===== src/logic/netproc_regs.svh =====
`ifndef NETPROC_REGS_SVH
`define NETPROC_REGS_SVH

`define NP_CLK_HZ      250000000
`define NP_UART_BAUD   115200
`define NP_UART_DIV    (`NP_CLK_HZ / `NP_UART_BAUD)
`define NP_UART_STOP   4'd9
`define NP_BIT_LAST    3'd7
`define NP_ZERO_BYTE   8'h00

`endif


===== src/logic/netproc_pkg.sv =====
package netproc_pkg;

  typedef enum logic [1:0] {
    KIND_ASYNC_REQUEST_FRAME = 2'b00,
    KIND_SYNC_REQUEST_FRAME = 2'b01,
    KIND_POLL = 2'b10
  } frame_kind_e;

  typedef enum logic [2:0] {
    ST_IDLE  = 3'b000,
    ST_WAIT  = 3'b001,
    ST_RECV  = 3'b010,
    ST_PREP  = 3'b011,
    ST_SEND  = 3'b100,
    ST_DONE  = 3'b101,
    ST_FLUSH = 3'b110
  } link_state_e;

endpackage


===== src/logic/netproc_host_transport.sv =====
`timescale 1ns/1ps
`default_nettype none
`include "netproc_regs.svh"

module netproc_host_transport (
  input  wire logic       clk_sys,         // System clock, 250 MHz
  input  wire logic       sys_rst,         // Synchronous reset, active high
  input  wire logic       ce,              // Clock enable
  input  wire logic       sclk,            // SPI serial clock pin
  input  wire logic       mosi,            // SPI host-to-device data pin
  input  wire logic       csN,             // SPI chip select, active low
  input  wire logic       hostReadyN,      // Host-ready, active low
  output logic            misoOut,         // SPI device-to-host data
  output logic            misoOe,          // MISO output enable
  output logic            slaveReady,      // Bi-modal slave-ready pin
  input  wire logic       uartRx,          // UART receive pin
  output logic            uartTx,          // UART transmit pin
  output logic            uartRtsN,        // UART request to send, active low
  input  wire logic       uartCtsN,        // UART clear to send, active low
  input  wire logic       transportStrap,  // Transport-select strap pin
  input  wire logic       crystalStrap,    // Crystal-present strap pin
  output logic            spiMode,         // SPI transport selected
  output logic            crystalPresent,  // External sleep crystal fitted
  output logic [7:0]      rxData,          // Received byte
  output logic            rxValid,         // Received byte held
  input  wire logic       rxReady,         // User takes received byte
  input  wire logic       rxFrameDone,     // User: inbound frame complete
  input  wire logic [1:0] rxFrameKind,     // User: kind of completed frame
  input  wire logic       respReady,       // User: reply frame prepared
  input  wire logic       asyncPending,    // User: outbound async frame held
  input  wire logic [7:0] txData,          // Byte to send
  input  wire logic       txValid,         // Byte to send offered
  output logic            txReady,         // Byte to send taken
  output logic            overflow,        // Receive overflow pulse
  output logic            resetIndPending  // Reset indication not yet fetched
);
  localparam int NPIN = 6;

  function automatic logic edgeUp(input logic now, input logic prev);
    return now & ~prev;
  endfunction

  logic [NPIN-1:0]          pinMeta;
  logic [NPIN-1:0]          pinSync;
  logic                     sclkS;
  logic                     mosiS;
  logic                     csS;
  logic                     hrS;
  logic                     sclkPrev;
  logic                     csPrev;
  logic                     hrPrev;
  logic                     strapDone;
  logic                     sclkRise;
  logic                     sclkFall;
  logic                     csFall;
  logic                     hrFall;
  logic                     byteDone;
  logic                     loadTx;
  logic                     spiTxTake;
  logic [2:0]               bitCnt;
  logic [7:0]               rxShift;
  logic [7:0]               txShift;
  logic                     spiRxValid;
  logic [7:0]               spiRxData;
  logic                     ovf;
  logic                     pendOut;
  logic                     lastPoll;
  netproc_pkg::link_state_e state;
  netproc_pkg::link_state_e next_state;
  logic                     next_slaveReady;
  logic [7:0]               uRxData;
  logic                     uRxValid;
  logic                     uTxReady;

  // Two-stage synchroniser for every pin input but uartRx and uartCtsN, which uart_link synchronises
  always_ff @(posedge clk_sys) begin
    if (ce) begin
      pinMeta <= {sclk, mosi, csN, hostReadyN, transportStrap, crystalStrap};
      pinSync <= pinMeta;
    end
  end
  assign sclkS = pinSync[5];
  assign mosiS = pinSync[4];
  assign csS   = pinSync[3];
  assign hrS   = pinSync[2];

  always_ff @(posedge clk_sys) begin
    if (sys_rst) begin
      sclkPrev <= 1'b0;
      csPrev   <= 1'b1;
      hrPrev   <= 1'b1;
    end else if (ce) begin
      sclkPrev <= sclkS;
      csPrev   <= csS;
      hrPrev   <= hrS;
    end
  end

  // Straps caught once, on the first enabled edge after reset
  always_ff @(posedge clk_sys) begin
    if (sys_rst) begin
      strapDone      <= 1'b0;
      spiMode        <= 1'b0;
      crystalPresent <= 1'b0;
    end else if (ce && !strapDone) begin
      strapDone      <= 1'b1;
      spiMode        <= pinSync[1];
      crystalPresent <= pinSync[0];
    end
  end

  // Oversampled at 250 MHz; clocks up to 4 MHz leave ample margin
  assign sclkRise = edgeUp(sclkS, sclkPrev) & ~csS & spiMode;
  assign sclkFall = edgeUp(sclkPrev, sclkS) & ~csS & spiMode;
  assign csFall   = edgeUp(csPrev, csS) & spiMode;
  assign hrFall   = edgeUp(hrPrev, hrS);
  assign byteDone = sclkRise && (bitCnt == `NP_BIT_LAST);
  assign loadTx   = csFall | byteDone;

  // Bytes only shift out in reply state; elsewhere MISO carries zeros
  assign spiTxTake = loadTx && (state == netproc_pkg::ST_SEND) && txValid;

  always_ff @(posedge clk_sys) begin
    if (sys_rst) begin
      bitCnt  <= 3'h0;
      rxShift <= 8'h00;
    end else if (ce) begin
      if (csS) begin
        bitCnt <= 3'h0;
      end else if (sclkRise) begin
        rxShift <= {rxShift[6:0], mosiS};
        bitCnt  <= bitCnt + 3'h1;
      end
    end
  end

  always_ff @(posedge clk_sys) begin
    if (sys_rst)
      txShift <= `NP_ZERO_BYTE;
    else if (ce) begin
      if (loadTx)
        txShift <= spiTxTake ? txData : `NP_ZERO_BYTE;
      else if (csS)
        txShift <= `NP_ZERO_BYTE;
      else if (sclkFall && bitCnt != 3'h0)
        txShift <= {txShift[6:0], 1'b0};
    end
  end
  assign misoOut = txShift[7];
  assign misoOe  = spiMode & ~csS;

  // Holding register; a new byte wins over a same-cycle take
  assign ovf = byteDone && (state == netproc_pkg::ST_RECV)
               && spiRxValid && !rxReady;

  always_ff @(posedge clk_sys) begin
    if (sys_rst) begin
      spiRxValid <= 1'b0;
      spiRxData  <= 8'h00;
      overflow   <= 1'b0;
    end else if (ce) begin
      overflow <= ovf;
      if (byteDone && state == netproc_pkg::ST_RECV && !ovf) begin
        spiRxValid <= 1'b1;
        spiRxData  <= {rxShift[6:0], mosiS};
      end else if (spiRxValid && rxReady) begin
        spiRxValid <= 1'b0;
      end
    end
  end

  // Reset indication is held until a poll reply has been read out
  always_ff @(posedge clk_sys) begin
    if (sys_rst) begin
      resetIndPending <= 1'b0;
      lastPoll        <= 1'b0;
    end else if (ce) begin
      if (!strapDone)
        resetIndPending <= pinSync[1];
      else if (state == netproc_pkg::ST_SEND && hrS && lastPoll)
        resetIndPending <= 1'b0;
      if (state == netproc_pkg::ST_RECV && rxFrameDone)
        lastPoll <= (rxFrameKind == netproc_pkg::KIND_POLL);
    end
  end
  assign pendOut = asyncPending | resetIndPending;

  always_comb begin
    next_state = state;
    case (state)
      netproc_pkg::ST_IDLE: begin
        if (hrFall && spiMode && strapDone)
          next_state = netproc_pkg::ST_WAIT;
      end
      netproc_pkg::ST_WAIT: begin
        if (hrS)
          next_state = netproc_pkg::ST_IDLE;
        else if (rxReady)
          next_state = netproc_pkg::ST_RECV;
      end
      netproc_pkg::ST_RECV: begin
        if (ovf)
          next_state = netproc_pkg::ST_FLUSH;
        else if (hrS)
          next_state = netproc_pkg::ST_IDLE;
        else if (rxFrameDone && rxFrameKind == netproc_pkg::KIND_ASYNC_REQUEST_FRAME)
          next_state = netproc_pkg::ST_DONE;
        else if (rxFrameDone)
          next_state = netproc_pkg::ST_PREP;
      end
      netproc_pkg::ST_PREP: begin
        if (hrS)
          next_state = netproc_pkg::ST_IDLE;
        else if (respReady)
          next_state = netproc_pkg::ST_SEND;
      end
      netproc_pkg::ST_SEND,
      netproc_pkg::ST_DONE,
      netproc_pkg::ST_FLUSH: begin
        if (hrS)
          next_state = netproc_pkg::ST_IDLE;
      end
      default: next_state = netproc_pkg::ST_IDLE;
    endcase
  end

  always_comb begin
    case (next_state)
      netproc_pkg::ST_IDLE,
      netproc_pkg::ST_WAIT: next_slaveReady = ~(pendOut & spiMode & strapDone);
      netproc_pkg::ST_RECV,
      netproc_pkg::ST_PREP: next_slaveReady = 1'b0;
      netproc_pkg::ST_SEND,
      netproc_pkg::ST_DONE,
      netproc_pkg::ST_FLUSH: next_slaveReady = 1'b1;
      default:              next_slaveReady = 1'b1;
    endcase
  end

  always_ff @(posedge clk_sys) begin
    if (sys_rst) begin
      state      <= netproc_pkg::ST_IDLE;
      slaveReady <= 1'b1;
    end else if (ce) begin
      state      <= next_state;
      slaveReady <= next_slaveReady;
    end
  end

  uart_link u_uart (
    .clk_sys (clk_sys),
    .sys_rst (sys_rst),
    .ce      (ce),
    .enable  (strapDone & ~spiMode),
    .rxPin   (uartRx),
    .ctsN    (uartCtsN),
    .txPin   (uartTx),
    .rtsN    (uartRtsN),
    .rxData  (uRxData),
    .rxValid (uRxValid),
    .rxReady (rxReady & ~spiMode),
    .txData  (txData),
    .txValid (txValid & ~spiMode),
    .txReady (uTxReady)
  );

  assign rxData  = spiMode ? spiRxData : uRxData;
  assign rxValid = spiMode ? spiRxValid : uRxValid;
  assign txReady = spiMode ? spiTxTake : uTxReady;
endmodule

`default_nettype wire


===== src/logic/uart_link.sv =====
`timescale 1ns/1ps
`default_nettype none
`include "netproc_regs.svh"

module uart_link #(
  parameter logic [11:0] DIV = 12'(`NP_UART_DIV)
) (
  input  wire logic       clk_sys,  // System clock
  input  wire logic       sys_rst,  // Synchronous reset
  input  wire logic       ce,       // Clock enable
  input  wire logic       enable,   // UART transport selected
  input  wire logic       rxPin,    // Serial receive pin
  input  wire logic       ctsN,     // Clear to send, active low
  output logic            txPin,    // Serial transmit pin
  output logic            rtsN,     // Request to send, active low
  output logic [7:0]      rxData,   // Received byte
  output logic            rxValid,  // Received byte held
  input  wire logic       rxReady,  // User takes byte
  input  wire logic [7:0] txData,   // Byte to send
  input  wire logic       txValid,  // Byte to send offered
  output logic            txReady   // Byte to send taken
);
  logic [1:0]  meta;
  logic [1:0]  sync;
  logic        rxS;
  logic        ctsS;
  logic        rxBusy;
  logic [11:0] rxCnt;
  logic [3:0]  rxBit;
  logic [7:0]  rxSh;
  logic        txBusy;
  logic [11:0] txCnt;
  logic [3:0]  txBit;
  logic [9:0]  txSh;

  always_ff @(posedge clk_sys) begin
    if (ce) begin
      meta <= {rxPin, ctsN};
      sync <= meta;
    end
  end
  assign rxS  = sync[1];
  assign ctsS = sync[0];

  // 8-N-1, LSB first, sampled mid-bit
  always_ff @(posedge clk_sys) begin
    if (sys_rst) begin
      rxBusy  <= 1'b0;
      rxCnt   <= 12'h000;
      rxBit   <= 4'h0;
      rxSh    <= 8'h00;
      rxValid <= 1'b0;
      rxData  <= 8'h00;
    end else if (ce) begin
      if (rxValid && rxReady)
        rxValid <= 1'b0;
      if (!rxBusy) begin
        if (enable && !rxS) begin
          rxBusy <= 1'b1;
          rxCnt  <= DIV >> 1;
          rxBit  <= 4'h0;
        end
      end else if (rxCnt != 12'h000) begin
        rxCnt <= rxCnt - 12'h001;
      end else begin
        rxCnt <= DIV - 12'h001;
        rxBit <= rxBit + 4'h1;
        if (rxBit == 4'h0 && rxS) begin
          rxBusy <= 1'b0;
        end else if (rxBit == `NP_UART_STOP) begin
          rxBusy <= 1'b0;
          if (rxS && (!rxValid || rxReady)) begin
            rxValid <= 1'b1;
            rxData  <= rxSh;
          end
        end else if (rxBit != 4'h0) begin
          rxSh <= {rxS, rxSh[7:1]};
        end
      end
    end
  end

  always_ff @(posedge clk_sys) begin
    if (sys_rst)
      rtsN <= 1'b1;
    else if (ce)
      rtsN <= ~(enable & ~rxValid);
  end

  assign txReady = enable & ~txBusy & ~ctsS;
  assign txPin   = txSh[0];

  always_ff @(posedge clk_sys) begin
    if (sys_rst) begin
      txBusy <= 1'b0;
      txCnt  <= 12'h000;
      txBit  <= 4'h0;
      txSh   <= 10'h3ff;
    end else if (ce) begin
      if (!txBusy) begin
        if (txValid && txReady) begin
          txBusy <= 1'b1;
          txSh   <= {1'b1, txData, 1'b0};
          txCnt  <= DIV - 12'h001;
          txBit  <= 4'h0;
        end
      end else if (txCnt != 12'h000) begin
        txCnt <= txCnt - 12'h001;
      end else begin
        txCnt <= DIV - 12'h001;
        txSh  <= {1'b1, txSh[9:1]};
        txBit <= txBit + 4'h1;
        if (txBit == `NP_UART_STOP)
          txBusy <= 1'b0;
      end
    end
  end
endmodule

`default_nettype wire


===== config.mk =====
export PLATFORM = sky130hd
export DESIGN_NAME = netproc_host_transport
export DESIGN_NICKNAME = d
export VERILOG_FILES = /design/src/logic/netproc_pkg.sv /design/src/logic/netproc_host_transport.sv /design/src/logic/uart_link.sv
export VERILOG_INCLUDE_DIRS = /design/src /design/src/logic
export SDC_FILE = /design/constraint.sdc
export NUM_CORES = 1
export LEC_CHECK = 0
export BUFFER_PORTS_ARGS = -buffer_cell sky130_fd_sc_hd__buf_2
export CAP_MARGIN = 20
export CELL_PAD_IN_SITES_DETAIL_PLACEMENT = 1
export CELL_PAD_IN_SITES_GLOBAL_PLACEMENT = 1
export CORE_MARGIN = 2
export CORE_UTILIZATION = 45
export DETAILED_ROUTE_END_ITERATION = 7
export PLACE_DENSITY_LB_ADDON = 0.05
export SLEW_MARGIN = 20
export SYNTH_ARGS = -nofsm -noshare
export SYNTH_HDL_FRONTEND = slang
export SYNTH_SLANG_ARGS = --single-unit

===== constraint.sdc =====
create_clock -name clk_sys -period 5 [get_ports clk_sys]
set_input_delay 0.25 -clock clk_sys [delete_from_list [all_inputs] [get_ports clk_sys]]
set_output_delay 0.25 -clock clk_sys [all_outputs]
set_load 0.05 [all_outputs]

==> load_flow_metrics.sql <==
INSERT INTO impl_metrics (metric_group, metric, value, unit) VALUES
('status', 'outcome', 'finished clean', ''),
('timing', 'total_of_endpoints_with_negative_setup_slack_in_the_final_report', '0', ''),
('finish', 'commonest_cells_after_routing_fill_and_taps_aside', 'sky130_fd_sc_hd__dfxtp_1 (101), sky130_fd_sc_hd__nor2_1 (69), sky130_fd_sc_hd__nand2_1 (47), sky130_fd_sc_hd__buf_2 (44), sky130_fd_sc_hd__a21oi_1 (36)', ''),
('floorplan', 'placement_rows', '39', ''),
('route', 'post-route-drc-count', '0', ''),
('yosys', 'syn_area', '5240', 'sq um'),
('timing', 'finalCritPeriodShare', '0.571', ''),
('timing', 'worst_slew_margin_rel', '0.408', ''),
('global_route', 'globalRouteOverflowTotal', '0', ''),
('clocking', 'postCtsSetupBuffers', '0', ''),
('critical_path', 'end_kind', 'flop', ''),
('finish', 'final_layout_size_suffix_gt1_frac', '0.149', ''),
('critical_path', 'worstPathCellList', 'inv_1, ha_1, or3b_2, nor4_1, buf_4, nor2b_1, mux2i_1, nor2_1', ''),
('finish', 'final_core_util', '0.543', ''),
('global_route', 'grt_antenna_before_repair', '0', ''),
('pwr', 'vdd_drop_max', '0.000459', 'V'),
('global_route', 'gr-usage-all-layers', '0.225', ''),
('floorplan', 'design.die.area', '12500', 'sq um'),
('yosys', 'synth_cell_type_count', '61', ''),
('route', 'detail_route.vias_per_cell', '5.61', ''),
('timing', 'worst_clock_skew', '0.00804', 'ns'),
('clocking', 'htree_num_levels', '4', ''),
('route', 'drtPass1Iterations', '4', ''),
('yosys', 'yosys_register_bits', '117', ''),
('clocking', 'numClockSinks', '117', ''),
('yosys', 'synth_edf_count', '16', ''),
('finish', 'nets', '651', ''),
('timing', 'hold_ws', '0.0264', 'ns'),
('placed_design', 'port-buffer-count', '44', ''),
('clocking', 'cts-buffers-inserted', '17', ''),
('placed_design', 'globalplace.congestion', '0.814', ''),
('clocking', 'cts.clk_slew.worst_paths', '0.06', 'ns'),
('global_route', 'maximum_number_of_pins_on_one_net_before_global_route_repair', '75', ''),
('min_path', 'min_delay_path_class', 'in -> reg', ''),
('yosys', 'synth_top_flop_cell', 'sky130_fd_sc_hd__dfxtp_1', ''),
('critical_path', 'cpLargestDelayFamily', 'simple AND/OR/NAND/NOR gates', ''),
('run', 'max-cap-violations', '0', ''),
('timing', 'post-route-min-period', '2.85', 'ns'),
('clocking', 'clock_insertion_delay_worst_skew', '0.42', 'ns'),
('finish', 'fillerInstances', '1327', ''),
('finish', 'insertedDiodeCount', '0', ''),
('yosys', 'synth.yosys.seq_area_share', '0.478', ''),
('placed_design', 'post-dp-hpwl', '8700', 'um'),
('floorplan', 'core-area', '11400', 'sq um'),
('placed_design', 'pre_cts_ws', '2.21', 'ns'),
('floorplan', 'die_height', '112', 'um'),
('yosys', 'syn-mean-instance-area', '9.20', 'sq um'),
('critical_path', 'launching_element_type_of_the_critical_path', 'flop', ''),
('route', 'wire_per_inst', '17.1', 'um'),
('pwr', 'power_density', '388', 'nW/um^2'),
('global_route', 'first_global_vias', '4427', ''),
('yosys', 'ys.warnings.count', '0', ''),
('route', 'wl', '13200', 'um'),
('yosys', 'syn-instance-count', '569', ''),
('route', 'drt-initial-drc-count', '233', ''),
('critical_path', 'critical-path-slowest-cell', 'sky130_fd_sc_hd__nor2b_1', ''),
('global_route', 'grt_first_pass_wirelength', '22300', 'um'),
('timing', 'finalSetupTns', '0', 'ns'),
('timing', 'final_max_slew_viol_count', '0', ''),
('yosys', 'synthesis.nets', '607', ''),
('timing', 'hold_viol', '0', ''),
('clocking', 'cts_tree', 'done', ''),
('critical_path', 'crit_required', '5.27', 'ns'),
('route', 'ant_nets', '0', ''),
('floorplan', 'floorplan.initialDensity', '0.461', ''),
('floorplan', 'ios', '45', ''),
('critical_path', 'cp_num_buf_inv', '2', ''),
('critical_path', 'worst_ep_arrival_time', '3.12', 'ns'),
('clocking', 'clockBufferDepth', '2', ''),
('critical_path', 'crit_type', 'reg -> reg', ''),
('critical_path', 'timing.critical_path.fanout_max', '11', ''),
('timing', 'worst_pin_slew', '0.886', 'ns'),
('route', 'routed-via-count', '4311', ''),
('finish', 'area_delta_synth_final', '17.9', '%'),
('floorplan', 'fp.dieW', '112', 'um'),
('critical_path', 'largest_stage_delay_on_the_critical_path', '0.72', 'ns'),
('yosys', 'async_reset_ff_frac', '0', ''),
('clocking', 'clk_root_buffer_cell', 'sky130_fd_sc_hd__clkbuf_16', ''),
('finish', 'final_common_cell', 'sky130_fd_sc_hd__dfxtp_1', ''),
('timing', 'finalWorstSetupSlack', '2.15', 'ns'),
('pwr', 'leakage', '2.39', 'nW'),
('timing', 'achievable-frequency', '351', 'MHz'),
('timing', 'setup_repair_after_global_routing_missed_its_margin', 'no', '');
==> registers in the layout, indices dropped and copies added, names as in the netlist, 4 cells and up <==
name and cells:
pinMeta 6, spiRxData 8, u_uart.rxSh 8, u_uart.txBit 4
u_uart.rxCnt 12, u_uart.rxBit 4, pinSync 6, txShift 8
u_uart.txCnt 12, rxShift 7, u_uart.rxData 8, u_uart.txSh 9
==> stage by stage <==
| stage | area, sq um | instances | power [mW] |
|---|---|---|---|
| after CTS | 6160 | 767 | 2.43 |
| after floorplan | 5240 | 569 | 1.20 |
| after global routing | 6180 | 769 | 2.50 |
| after detailed placement | 5530 | 729 | 1.26 |
| final | 6180 | 769 | 2.40 |
| after global placement | 5530 | 729 | 1.25 |
==> worst register-to-register path, cell delays in order, from the launching register on <==
cell                      delay [ns]
sky130_fd_sc_hd__dfxtp_1        0.35
sky130_fd_sc_hd__inv_1          0.10
sky130_fd_sc_hd__ha_1           0.16
sky130_fd_sc_hd__or3b_2         0.49
sky130_fd_sc_hd__nor4_1         0.29
sky130_fd_sc_hd__buf_4          0.21
sky130_fd_sc_hd__nor2b_1        0.72
sky130_fd_sc_hd__mux2i_1        0.31
sky130_fd_sc_hd__nor2_1         0.06
==> final timing paths <==
kind | from | endpoint | slack (ns) | cells after the start
worst max-delay path | u_uart.rxCnt[0] | u_uart.rxSh[7] | 2.15 | 8
worst min register to register | u_uart.meta[0] | u_uart.sync[0] | 0.42 | 0
worst max register to register | u_uart.rxCnt[0] | u_uart.rxSh[7] | 2.15 | 8
worst min-delay path | uartRx | u_uart.meta[1] | 0.03 | 1
==> layout make-up <==
type	count	area [sq um]	share of cell area
Clock buffer	24	492	0.0796
Multi-Input combinational cell	405	2540	0.411
Tap cell	143	179	0.0290
Sequential cell	117	2500	0.405
Inverter	16	60.1	0.00972
Clock inverter	8	73.8	0.0120
Timing Repair Buffer	56	328	0.0531
==> routing by layer <==
| layer | share of wire | vias to the layer above | track usage |
|---|---|---|---|
| met3 | 0.032 | 8 | 0.0621 |
| met2 | 0.48 | 68 | 0.362 |
| li1 | - | 2129 | - |
| met4 | 0.0074 | 0 | 0.0675 |
| met1 | 0.48 | 2106 | 0.295 |
| met5 | 0 | - | 0 |
==> logic make-up after synthesis <==
| family | Yosys count | synth area share |
|---|---|---|
| AO/OA/AOI/OAI | 116 | 0.140 |
| flip-flops | 117 | 0.478 |
| XOR/XNOR | 14 | 0.0234 |
| AND/OR/NAND/NOR | 227 | 0.222 |
| buffers and inverters | 47 | 0.0368 |
| adder cells (fa/ha/maj) | 12 | 0.0287 |
| multiplexers | 36 | 0.0710 |
==> what timing repair did <==
action | 4_1_cts | 5_1_grt
hold buffers | 6 | 1
gates resized for setup | 0 | 0
hold endpoints to repair | 6 | 1
==> Yosys cell counts, drive strengths merged, types with 2 or more instances <==
| cell type | number | area share |
|---|---|---|
| a2111oi | 2 | 0.0033 |
| a211oi | 10 | 0.014 |
| a21boi | 2 | 0.0029 |
| a21o | 2 | 0.0029 |
| a21oi | 36 | 0.034 |
| a221oi | 8 | 0.013 |
| a31oi | 4 | 0.0048 |
| a32oi | 2 | 0.0033 |
| buf | 6 | 0.0074 |
| clkbuf | 25 | 0.018 |
| clkinv | 2 | 0.0014 |
| dfxtp | 101 | 0.39 |
| edfxtp | 16 | 0.092 |
| ha | 12 | 0.029 |
| inv | 14 | 0.010 |
| mux2 | 9 | 0.019 |
| mux2i | 27 | 0.052 |
| nand2 | 47 | 0.034 |
| nand2b | 12 | 0.014 |
| nand3 | 15 | 0.014 |
| nand3b | 5 | 0.0072 |
| nand4 | 7 | 0.0084 |
| nand4b | 2 | 0.0033 |
| nor2 | 69 | 0.049 |
| nor2b | 14 | 0.017 |
| nor3 | 19 | 0.018 |
| nor3b | 5 | 0.0072 |
| nor4 | 7 | 0.011 |
| nor4bb | 2 | 0.0038 |
| o211ai | 5 | 0.0072 |
| o21a | 5 | 0.0072 |
| o21ai | 29 | 0.028 |
| o22ai | 2 | 0.0024 |
| or3 | 7 | 0.0084 |
| or3b | 4 | 0.0067 |
| or4 | 4 | 0.0065 |
| or4b | 2 | 0.0038 |
| xnor2 | 2 | 0.0033 |
| xor2 | 12 | 0.020 |
==> report_power, final <==
part / switching, mW / leakage (nW) / internal (mW)
sequential: 0.0338 / 0.976 / 0.991
clock: 0.420 / 0.284 / 0.733
combinational: 0.137 / 1.13 / 0.0822
Power figures use the tool's default switching activity.
